**src/bdra_pkg.sv**
```systemverilog
// bdra_pkg: constants, states and carrier structs for the dram front end
// assumes a single 200 MHz clock domain; no software registers
package bdra_pkg;

  // -------------------------------------------------------------------
  // counter and timing
  // -------------------------------------------------------------------
  localparam int REF_CNT_W = 8;
  localparam int REF_MSB = 7;
  localparam logic [7:0] REF_CNT_RST = 8'h00;
  localparam int CLK_MHZ = 200;
  localparam int PROC_CLK_MHZ = 25;
  // prescale so the counter steps at the processor clock rate
  localparam int PRE_DIV = CLK_MHZ / PROC_CLK_MHZ;
  localparam logic [2:0] PRE_LAST = 3'(PRE_DIV - 1);
  localparam logic [2:0] PRE_RST = 3'h0;

  // -------------------------------------------------------------------
  // address decode and dram geometry
  // -------------------------------------------------------------------
  localparam int ADDR_W = 32;
  localparam int DEC_HI = 27;
  localparam int DEC_LO = 24;
  localparam logic [3:0] DEC_MATCH = 4'h1;
  localparam int DADDR_W = 11;
  localparam int ROW_LO = 13;
  localparam int COL_LO = 2;
  localparam int BURST_BEATS = 4;
  localparam logic [1:0] BEAT_LAST = 2'(BURST_BEATS - 1);
  localparam int CAS_W = 4;
  localparam logic [3:0] CAS_ALL = 4'hf;
  localparam logic [3:0] CAS_NONE = 4'h0;

  // -------------------------------------------------------------------
  // states
  // -------------------------------------------------------------------
  typedef enum logic [1:0] {
    REQ_IDLE = 2'b00,
    REQ_ASSERT = 2'b01,
    REQ_WAIT_END = 2'b10
  } bdra_req_e;

  typedef enum logic [2:0] {
    RC_IDLE = 3'b000,
    RC_REF_CAS = 3'b001,
    RC_REF_RAS = 3'b010,
    RC_ROW = 3'b011,
    RC_MUX = 3'b100,
    RC_CAS = 3'b101,
    RC_PRE = 3'b110
  } bdra_rc_e;

  // -------------------------------------------------------------------
  // carriers
  // -------------------------------------------------------------------
  typedef struct packed {
    logic [ADDR_W-1:0] addr;
    logic addr_strobe;
    logic read;
    logic [CAS_W-1:0] lanes;
    logic burst;
  } bdra_cpu_s;

  typedef struct packed {
    logic ras;
    logic [CAS_W-1:0] cas;
    logic column_address_select;
    logic [DADDR_W-1:0] addr;
  } bdra_dram_s;

endpackage : bdra_pkg

```
**src/bdra_top.sv**
```systemverilog
// bdra_top: refresh timer, refresh request machine, address decoder
// and ras/cas arbiter for a burst-capable dram array.
// assumes cpu inputs are asynchronous and the strobe is pre-delayed.
// Function
// - burst is four 32-bit long words
// - burst: ras+cas first, then cas only
// - all state on one fast clock standing in for the inverted processor clock
// - eight-bit free-running refresh counter
// - refresh request once per msb high phase
// - drop request once refresh cycle starts
// - wait for msb low before idle
// - access request on range match with strobe
// - arbitrate only in idle, refresh first
// - pending refresh enters cas-before-ras branch
// - access without refresh enters access branch
// - ras, then column select, then cas
// - refresh and reads assert all strobes
// - eleven-bit multiplexed dram address
`timescale 1ns/10ps
module bdra_top (
  input wire logic clk_in,
  input wire logic rstn_in,
  input wire bdra_pkg::bdra_cpu_s cpu_in,
  output bdra_pkg::bdra_dram_s dram_out,
  output logic refresh_request_out,
  output logic memory_access_request_out,
  output logic cpu_ok_out,
  output logic timer_msb_out
);
  import bdra_pkg::*;

  // -------------------------------------------------------------------
  // input synchronisers
  // -------------------------------------------------------------------
  // strobe arrives delayed clear of clock skew by the system
  bdra_cpu_s sync1_q;
  bdra_cpu_s cpu_q;
  always_ff @(posedge clk_in) begin
    sync1_q <= cpu_in;
    cpu_q <= sync1_q;
  end

  // -------------------------------------------------------------------
  // refresh timer
  // -------------------------------------------------------------------
  // one fast clock stands in for the inverted processor clock
  logic [2:0] pre_q;
  logic tick;
  logic [REF_CNT_W-1:0] ref_cnt_q;
  assign tick = (pre_q == PRE_LAST);
  always_ff @(posedge clk_in) begin
    if (!rstn_in) begin
      pre_q <= PRE_RST;
    end else if (tick) begin
      pre_q <= PRE_RST;
    end else begin
      pre_q <= pre_q + 3'h1;
    end
  end
  always_ff @(posedge clk_in) begin
    if (!rstn_in) begin
      ref_cnt_q <= REF_CNT_RST;
    end else if (tick) begin
      ref_cnt_q <= ref_cnt_q + 8'h01;
    end
  end
  always_ff @(posedge clk_in) begin
    if (!rstn_in) begin
      timer_msb_out <= 1'b0;
    end else begin
      timer_msb_out <= ref_cnt_q[REF_MSB];
    end
  end

  // -------------------------------------------------------------------
  // refresh request machine
  // -------------------------------------------------------------------
  bdra_req_e req_q;
  bdra_rc_e rc_q;
  logic ref_started;
  logic msb;
  assign msb = ref_cnt_q[REF_MSB];
  assign ref_started = (rc_q == RC_REF_CAS);
  always_ff @(posedge clk_in) begin
    if (!rstn_in) begin
      req_q <= REQ_IDLE;
    end else begin
      unique case (req_q)
        REQ_IDLE: begin
          if (msb) begin
            req_q <= REQ_ASSERT;
          end
        end
        REQ_ASSERT: begin
          if (ref_started) begin
            req_q <= REQ_WAIT_END;
          end
        end
        REQ_WAIT_END: begin
          if (!msb) begin
            req_q <= REQ_IDLE;
          end
        end
        default: begin
          req_q <= REQ_IDLE;
        end
      endcase
    end
  end
  logic ref_req;
  assign ref_req = (req_q == REQ_ASSERT) && !ref_started;
  always_ff @(posedge clk_in) begin
    if (!rstn_in) begin
      refresh_request_out <= 1'b0;
    end else begin
      refresh_request_out <= ref_req;
    end
  end

  // -------------------------------------------------------------------
  // address decoder
  // -------------------------------------------------------------------
  logic mem_req;
  assign mem_req = cpu_q.addr_strobe && (cpu_q.addr[DEC_HI:DEC_LO] == DEC_MATCH);
  always_ff @(posedge clk_in) begin
    if (!rstn_in) begin
      memory_access_request_out <= 1'b0;
    end else begin
      memory_access_request_out <= mem_req;
    end
  end

  // -------------------------------------------------------------------
  // ras/cas arbiter
  // -------------------------------------------------------------------
  logic [1:0] beat_q;
  logic burst_q;
  // marks that pre follows a cpu access rather than a refresh
  logic acc_q;
  always_ff @(posedge clk_in) begin
    if (!rstn_in) begin
      rc_q <= RC_IDLE;
      beat_q <= 2'h0;
      burst_q <= 1'b0;
      acc_q <= 1'b0;
    end else begin
      unique case (rc_q)
        RC_IDLE: begin
          beat_q <= 2'h0;
          acc_q <= 1'b0;
          if (ref_req) begin
            rc_q <= RC_REF_CAS;
          end else if (mem_req) begin
            rc_q <= RC_ROW;
            burst_q <= cpu_q.burst;
            acc_q <= 1'b1;
          end
        end
        RC_REF_CAS: rc_q <= RC_REF_RAS;
        RC_REF_RAS: rc_q <= RC_PRE;
        RC_ROW: rc_q <= RC_MUX;
        RC_MUX: rc_q <= RC_CAS;
        RC_CAS: begin
          // row stays open while the remaining long words are fetched
          if (burst_q && cpu_q.addr_strobe && beat_q != BEAT_LAST) begin
            beat_q <= beat_q + 2'h1;
            rc_q <= RC_MUX;
          end else begin
            rc_q <= RC_PRE;
          end
        end
        RC_PRE: begin
          // hold off until the strobe drops so one access is served once
          // a refresh must not wait on the strobe, or a pending access would stall
          if (!cpu_q.addr_strobe || !acc_q) begin
            rc_q <= RC_IDLE;
          end
          burst_q <= 1'b0;
        end
        default: rc_q <= RC_IDLE;
      endcase
    end
  end

  // -------------------------------------------------------------------
  // dram pin drive
  // -------------------------------------------------------------------
  bdra_dram_s dram_d;
  always_comb begin
    dram_d.ras = (rc_q == RC_REF_RAS) || (rc_q == RC_ROW) || (rc_q == RC_MUX)
               || (rc_q == RC_CAS);
    dram_d.cas = CAS_NONE;
    if (rc_q == RC_REF_CAS || rc_q == RC_REF_RAS) begin
      dram_d.cas = CAS_ALL;
    end else if (rc_q == RC_CAS) begin
      dram_d.cas = cpu_q.read ? CAS_ALL : cpu_q.lanes;
    end
    dram_d.column_address_select = (rc_q == RC_MUX) || (rc_q == RC_CAS);
    if (dram_d.column_address_select) begin
      dram_d.addr = {cpu_q.addr[COL_LO+DADDR_W-1:COL_LO+2],
                     2'(cpu_q.addr[COL_LO+1:COL_LO] + beat_q)};
    end else begin
      dram_d.addr = cpu_q.addr[ROW_LO+DADDR_W-1:ROW_LO];
    end
  end
  always_ff @(posedge clk_in) begin
    if (!rstn_in) begin
      dram_out <= '0;
      cpu_ok_out <= 1'b0;
    end else begin
      dram_out <= dram_d;
      cpu_ok_out <= (rc_q == RC_CAS);
    end
  end
endmodule : bdra_top

```
**config.mk**
```make
export PLATFORM = sky130hd
export DESIGN_NAME = bdra_top
export DESIGN_NICKNAME = d
export VERILOG_FILES = /design/src/bdra_pkg.sv /design/src/bdra_top.sv
export SDC_FILE = /design/constraint.sdc
export NUM_CORES = 1
export LEC_CHECK = 0
export ABC_CLOCK_PERIOD_IN_PS = 1300
export BUFFER_PORTS_ARGS = -buffer_cell sky130_fd_sc_hd__buf_2
export CAP_MARGIN = 10
export CORE_MARGIN = 2
export CORE_UTILIZATION = 45
export CTS_CLUSTER_SIZE = 20
export DETAILED_ROUTE_END_ITERATION = 10
export GPL_TIMING_DRIVEN = 0
export PLACE_DENSITY = 0.7
export REMOVE_ABC_BUFFERS = 1
export SYNTH_ARGS = -nofsm -noshare
export SYNTH_HDL_FRONTEND = slang
export SYNTH_SLANG_ARGS = --single-unit
```
**constraint.sdc**
```tcl
create_clock -name clk_in -period 1.3 [get_ports clk_in]
set_input_delay 0.26 -clock clk_in [delete_from_list [all_inputs] [get_ports clk_in]]
set_output_delay 0.26 -clock clk_in [all_outputs]
set_load 0.02 [all_outputs]
```
After elaboration in Yosys (flattened, before gate mapping)
Cells that the tools add are included.

Bits in latches: 0. Input bits: 41. Bits in read-only memories: 0. RAM bits: 0. Memories: 0. Word-level logic and storage cells: 91. Register bits: 111.

Bitwise logic cells: 1. Reductions and logical operators: 22. Divide/modulo/power cells: 0. $lt $le $gt $ge: 0. Muxes and demuxes: 20. Shift-type cells: 0. Equality and inequality tests: 19. Multipliers: 0. Add/sub/neg operators: 4.

Operator list (number): case mux 3 bit (7 select lines) (1); != test 2 bit (second input constant) (8); == test 3 bit (second input constant) (4); two-way mux 4 bit (3); two-way mux 11 bit (1); two-way mux 2 bit (5); two-way mux 3 bit (3); adder 8 x 1 -> 8 bit (second input constant) (1); == test 3 x 2 -> 1 bit (second input constant) (2); logical OR 1 bit (6); case mux 2 bit (3 select lines) (1); AND reduction 3 bit (2); == test 4 x 1 -> 1 bit (second input constant) (1); logical AND 1 bit (4); two-way mux 1 bit (4); case mux 2 bit (2 select lines) (1); AND reduction 2 bit (2); nonzero test 2 bit (2); adder 3 x 1 -> 3 bit (second input constant) (1); == test 3 x 1 -> 1 bit (second input constant) (1); logical NOT 1 bit (3); logical NOT 3 bit (1); != test 3 bit (second input constant) (1); adder 2 x 1 -> 2 bit (second input constant) (1); other kinds (7) (7).

Logic depth before layout (Yosys ltp)
Gate-level depths: netlist of run 1.

Depth after elaboration: 5. Depth in mapped cells: 6. Gate-level depth less buffers: 5.

Worst setup path after synthesis of run 1
Ideal clock, no wire load.

Kind: reg2reg. Start point: register pre_q[0]. End point: register ref_cnt_q[7]. Setup slack: -0.095 ns. Period minus slack after synthesis: 1.395 ns. Arrival: 1.325 ns. Cell stages (with the launch flop): 7. Cells stage by stage: dfxtp_1 -> ha_1 -> ha_1 -> buf_4 -> nand4_2 -> or3_1 -> a21boi_1.

Word-level cells in the longest chain between the ends: 1.

Ends and longest elaborated chain: from (decl) (RTL line bdra_top.sv:47) `logic [2:0] pre_q;`; from (signal assigned) (RTL line bdra_top.sv:57) `pre_q <= pre_q + 3'h1;`; == test 3 bit (RTL line bdra_top.sv:50) `assign tick = (pre_q == PRE_LAST);`; to (signal assigned) (RTL line bdra_top.sv:64) `ref_cnt_q <= ref_cnt_q + 8'h01;`; to (decl) (RTL line bdra_top.sv:49) `logic [REF_CNT_W-1:0] ref_cnt_q;`.

No other way between the ends. A chain may end at the register's enable or synchronous reset.

Worst setup path after layout of run 1
Start point: register beat_q[0]. End point: register beat_q[0].

Word-level cells in the longest chain between the ends: 4. Elaborated cells on any way between the ends: 7. Classes of those cells: add/sub (1); eq/ne (2); mux (2); reduce/logical (2).

Ends and longest elaborated chain: from (decl) (RTL line bdra_top.sv:136) `logic [1:0] beat_q;`; from (signal assigned) (RTL line bdra_top.sv:166) `beat_q <= beat_q + 2'h1;`; parallel branches: the longest is 4 deep, another holds adder 2 x 1 -> 2 bit.

Several ways; the timed one is not identified. The select of a mux whose other input is x is not followed.

==> key figures, run 1 <==
Status
  • Outcome: complete, but fails checks
  • Failing checks: negative setup slack

STA
  • Setup tns final: -0.0683 ns
  • Max-slew headroom: 58.7%
  • Fmax: 743 MHz
  • RSZ-0062 raised after global routing: true
  • Slew Limit Fails: 0
  • Count of final setup violators: 2
  • Period Utilization, post-route: 103%
  • Clock Skew: 0.0113 ns
  • Final WS setup: -0.0455 ns
  • Hold Fails Final Rpt: 0
  • Worst Tran Pin Value: 0.619 ns
  • Fin crit period: 1.35 ns

Global routing
  • Initial antenna violation count: 0
  • First-pass GRT wire length: 8.55 mm
  • GRT Total Usage: 15.4%
  • Overflow after GRT: 0
  • Largest net degree at the start of global routing: 41
  • Vias in the first global route: 1897

Min path
  • Worst Hold Depth: 0
  • Worst hold path type: reg2reg

Clock tree
  • H-tree Lvls: 3
  • TritonCTS clock tree: done
  • CTS Buffer Depth: 2
  • Clk sink count: 107
  • CTS buffer count: 9
  • Clock-pin slew on the worst setup and hold paths: 0.10 ns
  • Worst-skew pair later-pin latency: 0.37 ns
  • Root buffer cell: clkbuf_8

Layout
  • Area grow syn2layout: 33.8%
  • Diodes inserted: 0
  • Commonest non-fill, non-tap cell in the layout: dfxtp_1
  • Most frequent cells in the layout: dfxtp_1, buf_2, dlygate4sd3_1
  • Layout cells sized above 1: 28.6%
  • Fillers: 471
  • Nets@finish: 387

Worst setup path
  • Critical Path RT: 1.61 ns
  • Worst R2R Path Depth: 5
  • Setup CP Type: reg2reg
  • Startpoint types: register
  • CP Capture Type: register
  • Crit path DAT: 1.65 ns
  • Critical-path maximum fanout: 2

Logic synthesis
  • Syn_area_per_cell: 12.6 sq um
  • Ys flop type: dfxtp_1
  • Synth warn: 0
  • Synthesized instance count: 241
  • Post-synth EDFFs: 0
  • Count of cell types in the netlist: 40
  • Post-Syn Area: 3030 sq um
  • Post-synth ARST share: 0%
  • Cell taking the most area after synthesis: dfxtp_1
  • Synthesized flop and latch total: 107
  • Largest cells by area after synthesis: dfxtp_1, nand2_1, a21boi_0, and2_1, ha_1
  • Sequential-to-total area share from yosys stat: 70.7%
  • Share of the synthesized area in the top cell type: 70.7%

Drt
  • Vias post-DR: 1908
  • Routed WL: 5.02 mm
  • Drt initial violations: 84
  • 1st-pass router iterations: 4
  • DR DRC count: 0
  • Antenna-violating nets left: 0
  • WL per Instance: 11.9 um
  • Vias per inst: 4.51

Pwr
  • Cell Pwr Density: 1630 nW/um^2
  • Max IR drop VDD: 1.14 mV
  • PnR Total Power: 6.61 mW
  • Static Leak: 1.75 nW

Place
  • Number of port buffers: 55
  • GP Congestion: 0.714
  • HPWL after detailed placement: 2.73 mm

Die
  • Core ar.: 6420 sq um
  • Initial Utilization: 47.2%
  • Die Wd: 86.1 um
  • IO Pins: 62
  • Die Y: 86.1 um
  • DIE AREA: 7410 sq um
  • Core Rows: 29

Flow run
  • Max Cap Violations: 0
## cell usage after synthesis, types with 2 or more instances
library cell / instances
xnor2_1: 6
buf_2: 4
nand2b_1: 5
o21ai_0: 8
and3b_1: 2
nor3b_1: 2
and2_1: 10
a21boi_1: 4
and2b_1: 2
nor2b_1: 3
and3_1: 3
nand4_1: 2
nand3b_1: 2
nor2_1: 2
a21oi_1: 2
nand2_1: 30
mux2i_1: 5
ha_1: 5
or3_1: 2
a21boi_0: 14
clkbuf_1: 3
dfxtp_1: 107
## state kept, by name, indices dropped and copies added (netlist names)
register                   flops
cpu_ok_out                     1
memory_access_request_out      1
dram_out                      17
rc_q                           3
sync1_q                       33
acc_q                          1
cpu_q                         33
req_q                          2
timer_msb_out                  1
refresh_request_out            1
pre_q                          3
beat_q                         2
burst_q                        1
ref_cnt_q                      8
## routing by layer
layer	wire (um)	global-route usage, %	part of all wire [%]	up-vias
met5	0	0	0	-
met3	214	4.62	4.3	10
met2	2470	25.2	49	43
met1	2230	18.0	44	852
met4	103	8.66	2.1	0
li1	-	-	-	1003
## timing repair
item	4_1_cts	5_1_grt
resized for setup	16	3
endpoints found under the setup margin	22	8
hold buffers	33	0
pin swaps	3	3
setup buffers	7	3
endpoints found under the hold margin	33	0
## logic make-up after synthesis
group                    synth area share (%)
XOR/XNOR                                 2.02
AO/OA/AOI/OAI                            7.56
multiplexers                             1.65
buffers and inverters                    1.40
flip-flops                               70.7
AND/OR/NAND/NOR                          14.6
adder cells (fa/ha/maj)                  2.06
## path summary, 6_finish.rpt
kind | slack (ns) | to | startpoint
max | -0.05 | beat_q[0] | beat_q[0]
min | 0.32 | cpu_q[17] | sync1_q[17]
max reg2reg | -0.05 | beat_q[0] | beat_q[0]
min reg2reg | 0.32 | cpu_q[17] | sync1_q[17]
## report_power, final
group,internal (mW),switching [mW]
combinational,0.413,0.460
clock,0.963,1.08
sequential,3.54,0.147
## worst max-delay path, cell delays in order, from the launching register on
cell	delay (ns)
dfxtp_2	0.34
ha_2	0.16
nand4b_1	0.19
nor3b_2	0.26
mux2i_1	0.21
and2_1	0.13
## area by class of cell
type                    instances  area (sq um)  share of cell area (%)
well taps                      77          96.3                    2.38
clock buffers                  10           138                    3.40
repair buffers                 98           697                    17.2
multi-input cells             125           898                    22.2
clock inverters                 6          71.3                    1.76
flip-flops and latches        107          2150                    53.1
## stage by stage
step / hold WS [ns] / cells / worst slack [ns] / util, % / area (sq um)
after floorplan: 0.288 / 232 / -0.173 / - / 2990
after global placement: 0.311 / 364 / -0.604 / 52.3 / 3360
after detailed placement: 0.312 / 364 / -0.599 / 52.3 / 3360
after CTS: 0.333 / 420 / -0.0783 / 62.5 / 4010
after global routing: 0.336 / 423 / -0.117 / 63.1 / 4050
final: 0.324 / 423 / -0.0455 / 63.1 / 4050
No activity file was read; power rests on OpenSTA's default activity.
==> run 2: changes to the inputs <==
- SKIP_CTS_REPAIR_TIMING: default -> 1
- SLEW_MARGIN: default -> 15
==> run 2 against run 1 <==
- clock power about the same
- critical endpoint unchanged
- final area down 0.86%
- highest routed layer unchanged
- combinational power down 2%
- the run still ends with negative setup slack left
- largest power group unchanged
==> key figures, run 2 (synthesis results as in run 1) <==
Drt
  • DR DRC count: 0 (unchanged)
  • 1st-pass router iterations: 4 (unchanged)
  • Vias per inst: 4.49 (-0.37%)
  • Antenna-violating nets left: 0 (unchanged)
  • WL per Instance: 11.8 um (-0.17%)
  • Drt initial violations: 73 (-13%)
  • Routed WL: 4.98 mm (-0.64%)
  • Vias post-DR: 1892 (-0.84%)

STA
  • Setup tns final: -0.153 ns (-0.0845 ns)
  • Max-slew headroom: 57.9% (-0.85 points)
  • Fmax: 722 MHz (-2.9%)
  • Period Utilization, post-route: 107% (+3.1 points)
  • Hold_ws: 0.330 ns (+0.00560 ns)
  • RSZ-0062 raised after global routing: true
  • Final WS setup: -0.0859 ns (-0.0404 ns)
  • Count of final setup violators: 2 (unchanged)
  • Worst Tran Pin Value: 0.632 ns (+0.0127 ns)
  • Clock Skew: 0.0104 ns (-0.000852 ns)
  • Fin crit period: 1.39 ns (+0.0404 ns)
  • Hold Fails Final Rpt: 0 (unchanged)
  • Slew Limit Fails: 0 (unchanged)

Pwr
  • Cell Pwr Density: 1640 nW/um^2 (+0.60%)
  • Pint: 4.90 mW (-0.23%)
  • Sequential power share: 55.9% (about the same)
  • Sw Share: 25.6% (-0.031 points)
  • Static Leak: 1.74 nW (-0.69%)
  • Logic pwr share: 13.0% (-0.2 points)
  • Clock Power Share: 31.0% (about the same)
  • Psw: 1.68 mW (-0.39%)
  • Max IR drop VDD: 1.13 mV (-0.78%)

Worst setup path
  • CP Capture Type: register
  • Crit path largest cell delay: 0.34 ns (about the same)
  • Slowest cell on the critical path: dfxtp_2
  • Critical Path RT: 1.61 ns (about the same)
  • Setup CP Type: reg2reg
  • CP delay by family, top: simple AND/OR/NAND/NOR gates
  • Critical path buffer and inverter count: 0 (unchanged)
  • Critical-path maximum fanout: 2 (unchanged)
  • Crit path DAT: 1.69 ns (+0.04 ns)
  • Startpoint types: register
  • CP Cell Sequence: ha_2 > nand4b_1 > nor3b_2 > mux2i_1 > and2_1

Clock tree
  • CTS buffer count: 9 (unchanged)
  • CTS Buffer Depth: 2 (unchanged)
  • Worst-skew pair later-pin latency: 0.36 ns (about the same)
  • Root buffer cell: clkbuf_8
  • Clk sink count: 107 (unchanged)
  • H-tree Lvls: 3 (unchanged)
  • Clock-pin slew on the worst setup and hold paths: 0.10 ns (about the same)
  • TritonCTS clock tree: done

Layout
  • Diodes inserted: 0 (unchanged)
  • Commonest non-fill, non-tap cell in the layout: dfxtp_1
  • Post-route cell area: 4020 sq um (-0.86%)
  • Fillers: 479 (+1.7%)
  • Biggest regs: cpu_q: 33 flops, sync1_q: 33 flops, dram_out: 17 flops
  • Most frequent cells in the layout: dfxtp_1, buf_2, dlygate4sd3_1
  • Post-Layout Cell Count: 421 (-0.47%)
  • Layout cells sized above 1: 28.2% (-0.42 points)
  • Final core utilization: 62.6% (-0.55 points)
  • Area grow syn2layout: 32.6%
  • Nets@finish: 385 (-0.52%)

Place
  • Post-Place Cells: 364 (unchanged)
  • GP Congestion: 0.714 (unchanged)
  • Cell area after placement: 3360 sq um (unchanged)
  • HPWL after detailed placement: 2.73 mm (unchanged)
  • Number of port buffers: 55 (unchanged)

Die
  • Initial Utilization: 47.2% (unchanged)
  • Core ar.: 6420 sq um (unchanged)
  • Die Wd: 86.1 um (unchanged)
  • Die Y: 86.1 um (unchanged)
  • Core Rows: 29 (unchanged)
  • DIE AREA: 7410 sq um (unchanged)
  • IO Pins: 62 (unchanged)

Min path
  • Worst hold path type: reg2reg

Global routing
  • Initial antenna violation count: 0 (unchanged)
  • First-pass GRT wire length: 7.02 mm (-18%)
  • Overflow after GRT: 0 (unchanged)
  • Vias in the first global route: 1604 (-15%)
  • GRT Total Usage: 12.7% (-2.7 points)
  • Largest net degree at the start of global routing: 41 (unchanged)

Flow run
  • Max Cap Violations: 0 (unchanged)

Status
  • Outcome: complete, but fails checks
  • Failing checks: negative setup slack
[run 2: worst reg2reg max path, cell delays in order (launching register included)]
cell	delay [ns]
dfxtp_2	0.34
ha_2	0.17
nand4b_1	0.20
nor3b_2	0.29
mux2i_1	0.21
and2_1	0.13
[run 2: stage by stage]
step	power, mW	setup slack, ns
5_1_grt	6.91	-0.214
3_3_place_gp	4.47	-0.604
3_5_place_dp	4.49	-0.599
2_1_floorplan	4.23	-0.173
4_1_cts	6.52	-0.623
6_report	6.59	-0.0859
[run 2: metal layers]
metal  up-vias  global-route usage (%)  share of wire [%]
li1        997                       -                  -
met1       845                    15.0                 45
met2        40                    19.1                 49
met3        10                    5.39                4.0
met4         0                    7.79                2.0
met5         -                       0                  0
[run 2: final timing paths]
path,startpoint,endpoint,slack (ns),cells past startpoint
min,sync1_q[17],cpu_q[17],0.33,0
max reg2reg,beat_q[1],beat_q[0],-0.09,5
min reg2reg,sync1_q[17],cpu_q[17],0.33,0
max,beat_q[1],beat_q[0],-0.09,5
[run 2: power groups by stage]
stage | Combinational, mW | Clock (mW) | Sequential (mW)
final | 0.857 | 2.05 | 3.69
after global routing | 0.944 | 2.25 | 3.72
after CTS | 0.760 | 2.10 | 3.66
after detailed placement | 0.755 | 0 | 3.74
after global placement | 0.744 | 0 | 3.73
after floorplan | 0.392 | 0 | 3.84
[run 2: area by class of cell]
class / count / area (sq um) / area share, %
clock inverters: 6 / 71.3 / 1.77
flip-flops and latches: 107 / 2150 / 53.5
well taps: 77 / 96.3 / 2.40
multi-input cells: 125 / 892 / 22.2
clock buffers: 10 / 138 / 3.42
repair buffers: 96 / 669 / 16.7
==> run 3: changes to the inputs <==
- ABC_AREA: default -> 1
==> run 3 against run 2 <==
- the run still ends with negative setup slack left
- largest power group unchanged
- sequential share of layout area increased by 1.4 points
- synthesized cell count increased by 16%
- largest cell class unchanged
- worst hold slack worse by 0.33 ns
==> key figures, run 3 <==
Status
  • Outcome: complete, but fails checks
  • Failing checks: negative setup slack

Layout
  • Most frequent cells in the layout: dfxtp_1, buf_2, nor2_1
  • Post-Layout Cell Count: 456 (+8.3%)
  • Nets@finish: 420 (+9.1%)
  • Area grow syn2layout: 32.3%
  • Commonest non-fill, non-tap cell in the layout: dfxtp_1
  • Layout cells sized above 1: 26.9% (-1.3 points)
  • Biggest regs: cpu_q: 33 flops, sync1_q: 33 flops, dram_out: 17 flops
  • Diodes inserted: 0 (unchanged)
  • Fillers: 511 (+6.7%)

Worst setup path
  • Crit path DAT: 1.56 ns (-0.13 ns)
  • Worst setup startpoint: pre_q[0]
  • Critical path buffer and inverter count: 0 (unchanged)
  • CP Cell Sequence: ha_4 > ha_4 > nand2_4 > nor2_4 > nand3_2 > nor2_2 > nand2_1 > nand2_1 > nor2_1
  • CP Capture Type: register
  • Setup CP Type: reg2reg
  • Crit path largest cell delay: 0.36 ns (+0.02 ns)
  • Critical-path maximum fanout: 5 (+3)
  • CP delay by family, top: simple AND/OR/NAND/NOR gates
  • Critical Path RT: 1.56 ns (-0.05 ns)
  • Launch point of the worst reg-to-reg path: pre_q[0]
  • Slowest cell on the critical path: dfxtp_2
  • Startpoint types: register

Place
  • Dpl ws: -0.245 ns (+0.355 ns)
  • HPWL after detailed placement: 3.03 mm (+11%)
  • Post-Place Cells: 407 (+12%)
  • GP Congestion: 0.788 (+10%)
  • Number of port buffers: 55 (unchanged)

Logic synthesis
  • Synth warn: 0 (unchanged)
  • Count of cell types in the netlist: 25 (-38%)
  • Cell taking the most area after synthesis: dfxtp_1
  • Sequential-to-total area share from yosys stat: 72.4% (+1.7 points)
  • Synthesized instance count: 280 (+16%)
  • Syn_area_per_cell: 10.6 sq um (-16%)
  • Most frequent cell after synthesis: dfxtp_1
  • Ys flop type: dfxtp_1
  • Share of the synthesized area in the top cell type: 72.4% (+1.7 points)
  • Post-Syn Area: 2960 sq um (-2.4%)
  • Post-synth EDFFs: 0 (unchanged)
  • Synth top cells by count: dfxtp_1, nor2_1, nand2_1, o21ai_0, inv_1
  • Largest cells by area after synthesis: dfxtp_1, nor2_1, nand2_1, o21ai_0, inv_1
  • Synthesized flop and latch total: 107 (unchanged)
  • Post-synth ARST share: 0% (unchanged)

Clock tree
  • TritonCTS clock tree: done
  • Worst-skew pair later-pin latency: 0.36 ns (about the same)
  • Clock-pin slew on the worst setup and hold paths: 0.10 ns (about the same)
  • Clk sink count: 107 (unchanged)
  • H-tree Lvls: 3 (unchanged)
  • CTS buffer count: 9 (unchanged)
  • Root buffer cell: clkbuf_8
  • CTS Buffer Depth: 2 (unchanged)

Flow run
  • Max Cap Violations: 0 (unchanged)

Min path
  • Worst hold path type: in2reg
  • Hold Startpoint: cpu_in[30]

Die
  • Initial Utilization: 46.6% (-0.60 points)
  • Core Rows: 29 (unchanged)
  • Die Y: 85.1 um (-1.1%)
  • IO Pins: 62 (unchanged)
  • Die Wd: 85.1 um (-1.1%)
  • Core ar.: 6350 sq um (-1.1%)
  • DIE AREA: 7240 sq um (-2.3%)

Global routing
  • First-pass GRT wire length: 7.62 mm (+8.6%)
  • Overflow after GRT: 0 (unchanged)
  • Initial antenna violation count: 0 (unchanged)
  • GRT Total Usage: 13.5% (+0.79 points)
  • Largest net degree at the start of global routing: 26 (-37%)
  • Vias in the first global route: 1806 (+13%)

STA
  • Fin crit period: 1.30 ns (-0.0809 ns)
  • Clock Skew: 0.00909 ns (-0.00131 ns)
  • Slew Limit Fails: 0 (unchanged)
  • Hold Fails Final Rpt: 0 (unchanged)
  • Period Utilization, post-route: 100% (-6.2 points)
  • Fmax: 766 MHz (+6.2%)
  • Final WS setup: -0.00492 ns (+0.0809 ns)
  • Count of final setup violators: 1 (-1)
  • Max-slew headroom: 71.2% (+13 points)
  • RSZ-0062 raised after global routing: true
  • Worst Tran Pin Value: 0.432 ns (-0.200 ns)

Pwr
  • Max IR drop VDD: 1.11 mV (-2.2%)
  • Cell Pwr Density: 1820 nW/um^2 (+11%)
  • Static Leak: 1.80 nW (+3.2%)

Drt
  • Drt initial violations: 90 (+23%)
  • Routed WL: 5.00 mm (+0.22%)
  • 1st-pass router iterations: 4 (unchanged)
  • Vias post-DR: 1999 (+5.7%)
  • Vias per inst: 4.38 (-2.5%)
  • WL per Instance: 11.0 um (-7.5%)
  • Antenna-violating nets left: 0 (unchanged)
  • DR DRC count: 0 (unchanged)
==> run 3: path summary, 6_finish.rpt <==
kind | to | slack, ns | depth (start not counted)
setup / recovery | ref_cnt_q[7] | -0.005 | 9
hold / removal | sync1_q[30] | 0.003 | 1
hold reg to reg | cpu_q[9] | 0.33 | 0
setup reg to reg | ref_cnt_q[7] | -0.005 | 9
==> run 3: stage by stage <==
step / area (sq um) / setup TNS [ns] / power, mW / hold WS [ns] / util, %
after floorplan: 2920 / -0.0328 / 4.61 / 0.288 / -
after global placement: 3290 / -1.24 / 4.98 / 0.311 / 51.9
after detailed placement: 3290 / -1.36 / 5.00 / 0.312 / 51.9
after CTS: 3490 / -0.629 / 7.00 / -0.0202 / 55.0
after global routing: 3910 / -0.332 / 7.50 / -0.00194 / 61.6
final: 3910 / -0.00492 / 7.12 / 0.00256 / 61.6
==> run 3: worst register-to-register path: cells and delay by family (launching register included) <==
family | cells | cell delay [ns]
adder cells (fa/ha/maj) | 2 | 0.30
AND/OR/NAND/NOR | 7 | 0.54
flip-flops | 1 | 0.36
==> run 3: cell type report <==
class | count | area [sq um] | area share [%]
sequential | 107 | 2150 | 55.0
multi-input combinational | 146 | 786 | 20.1
timing repair buffer | 87 | 586 | 15.0
clock buffer | 10 | 128 | 3.26
inverter | 23 | 96.3 | 2.46
tap | 77 | 96.3 | 2.46
clock inverter | 6 | 71.3 | 1.82
==> run 3: layer usage <==
layer  GRT usage, %  vias up  wire length, um
li1               -     1064                -
met1           15.5      883             2170
met2           22.9       43             2510
met3           3.50        9              226
met4           7.36        0               84
met5              0        -                0
==> run 3: logic make-up (layout without fill, tap and decap cells) <==
group                      after synthesis  in the layout  share of synthesized area, %
DFF                                    107            107                          72.4
and+or+nand+nor                        106            107                          15.1
AOI/OAI and AO/OA                       32             32                          5.67
buffers and inverters                   28            126                          4.10
adders and majority gates                5              5                          2.12
xor gates and xnor gates                 2              2                         0.592
==> run 3: power breakdown <==
group          switching [mW]  internal (mW)
combinational           0.830          0.499
clock                    1.09          0.912
sequential              0.156           3.64
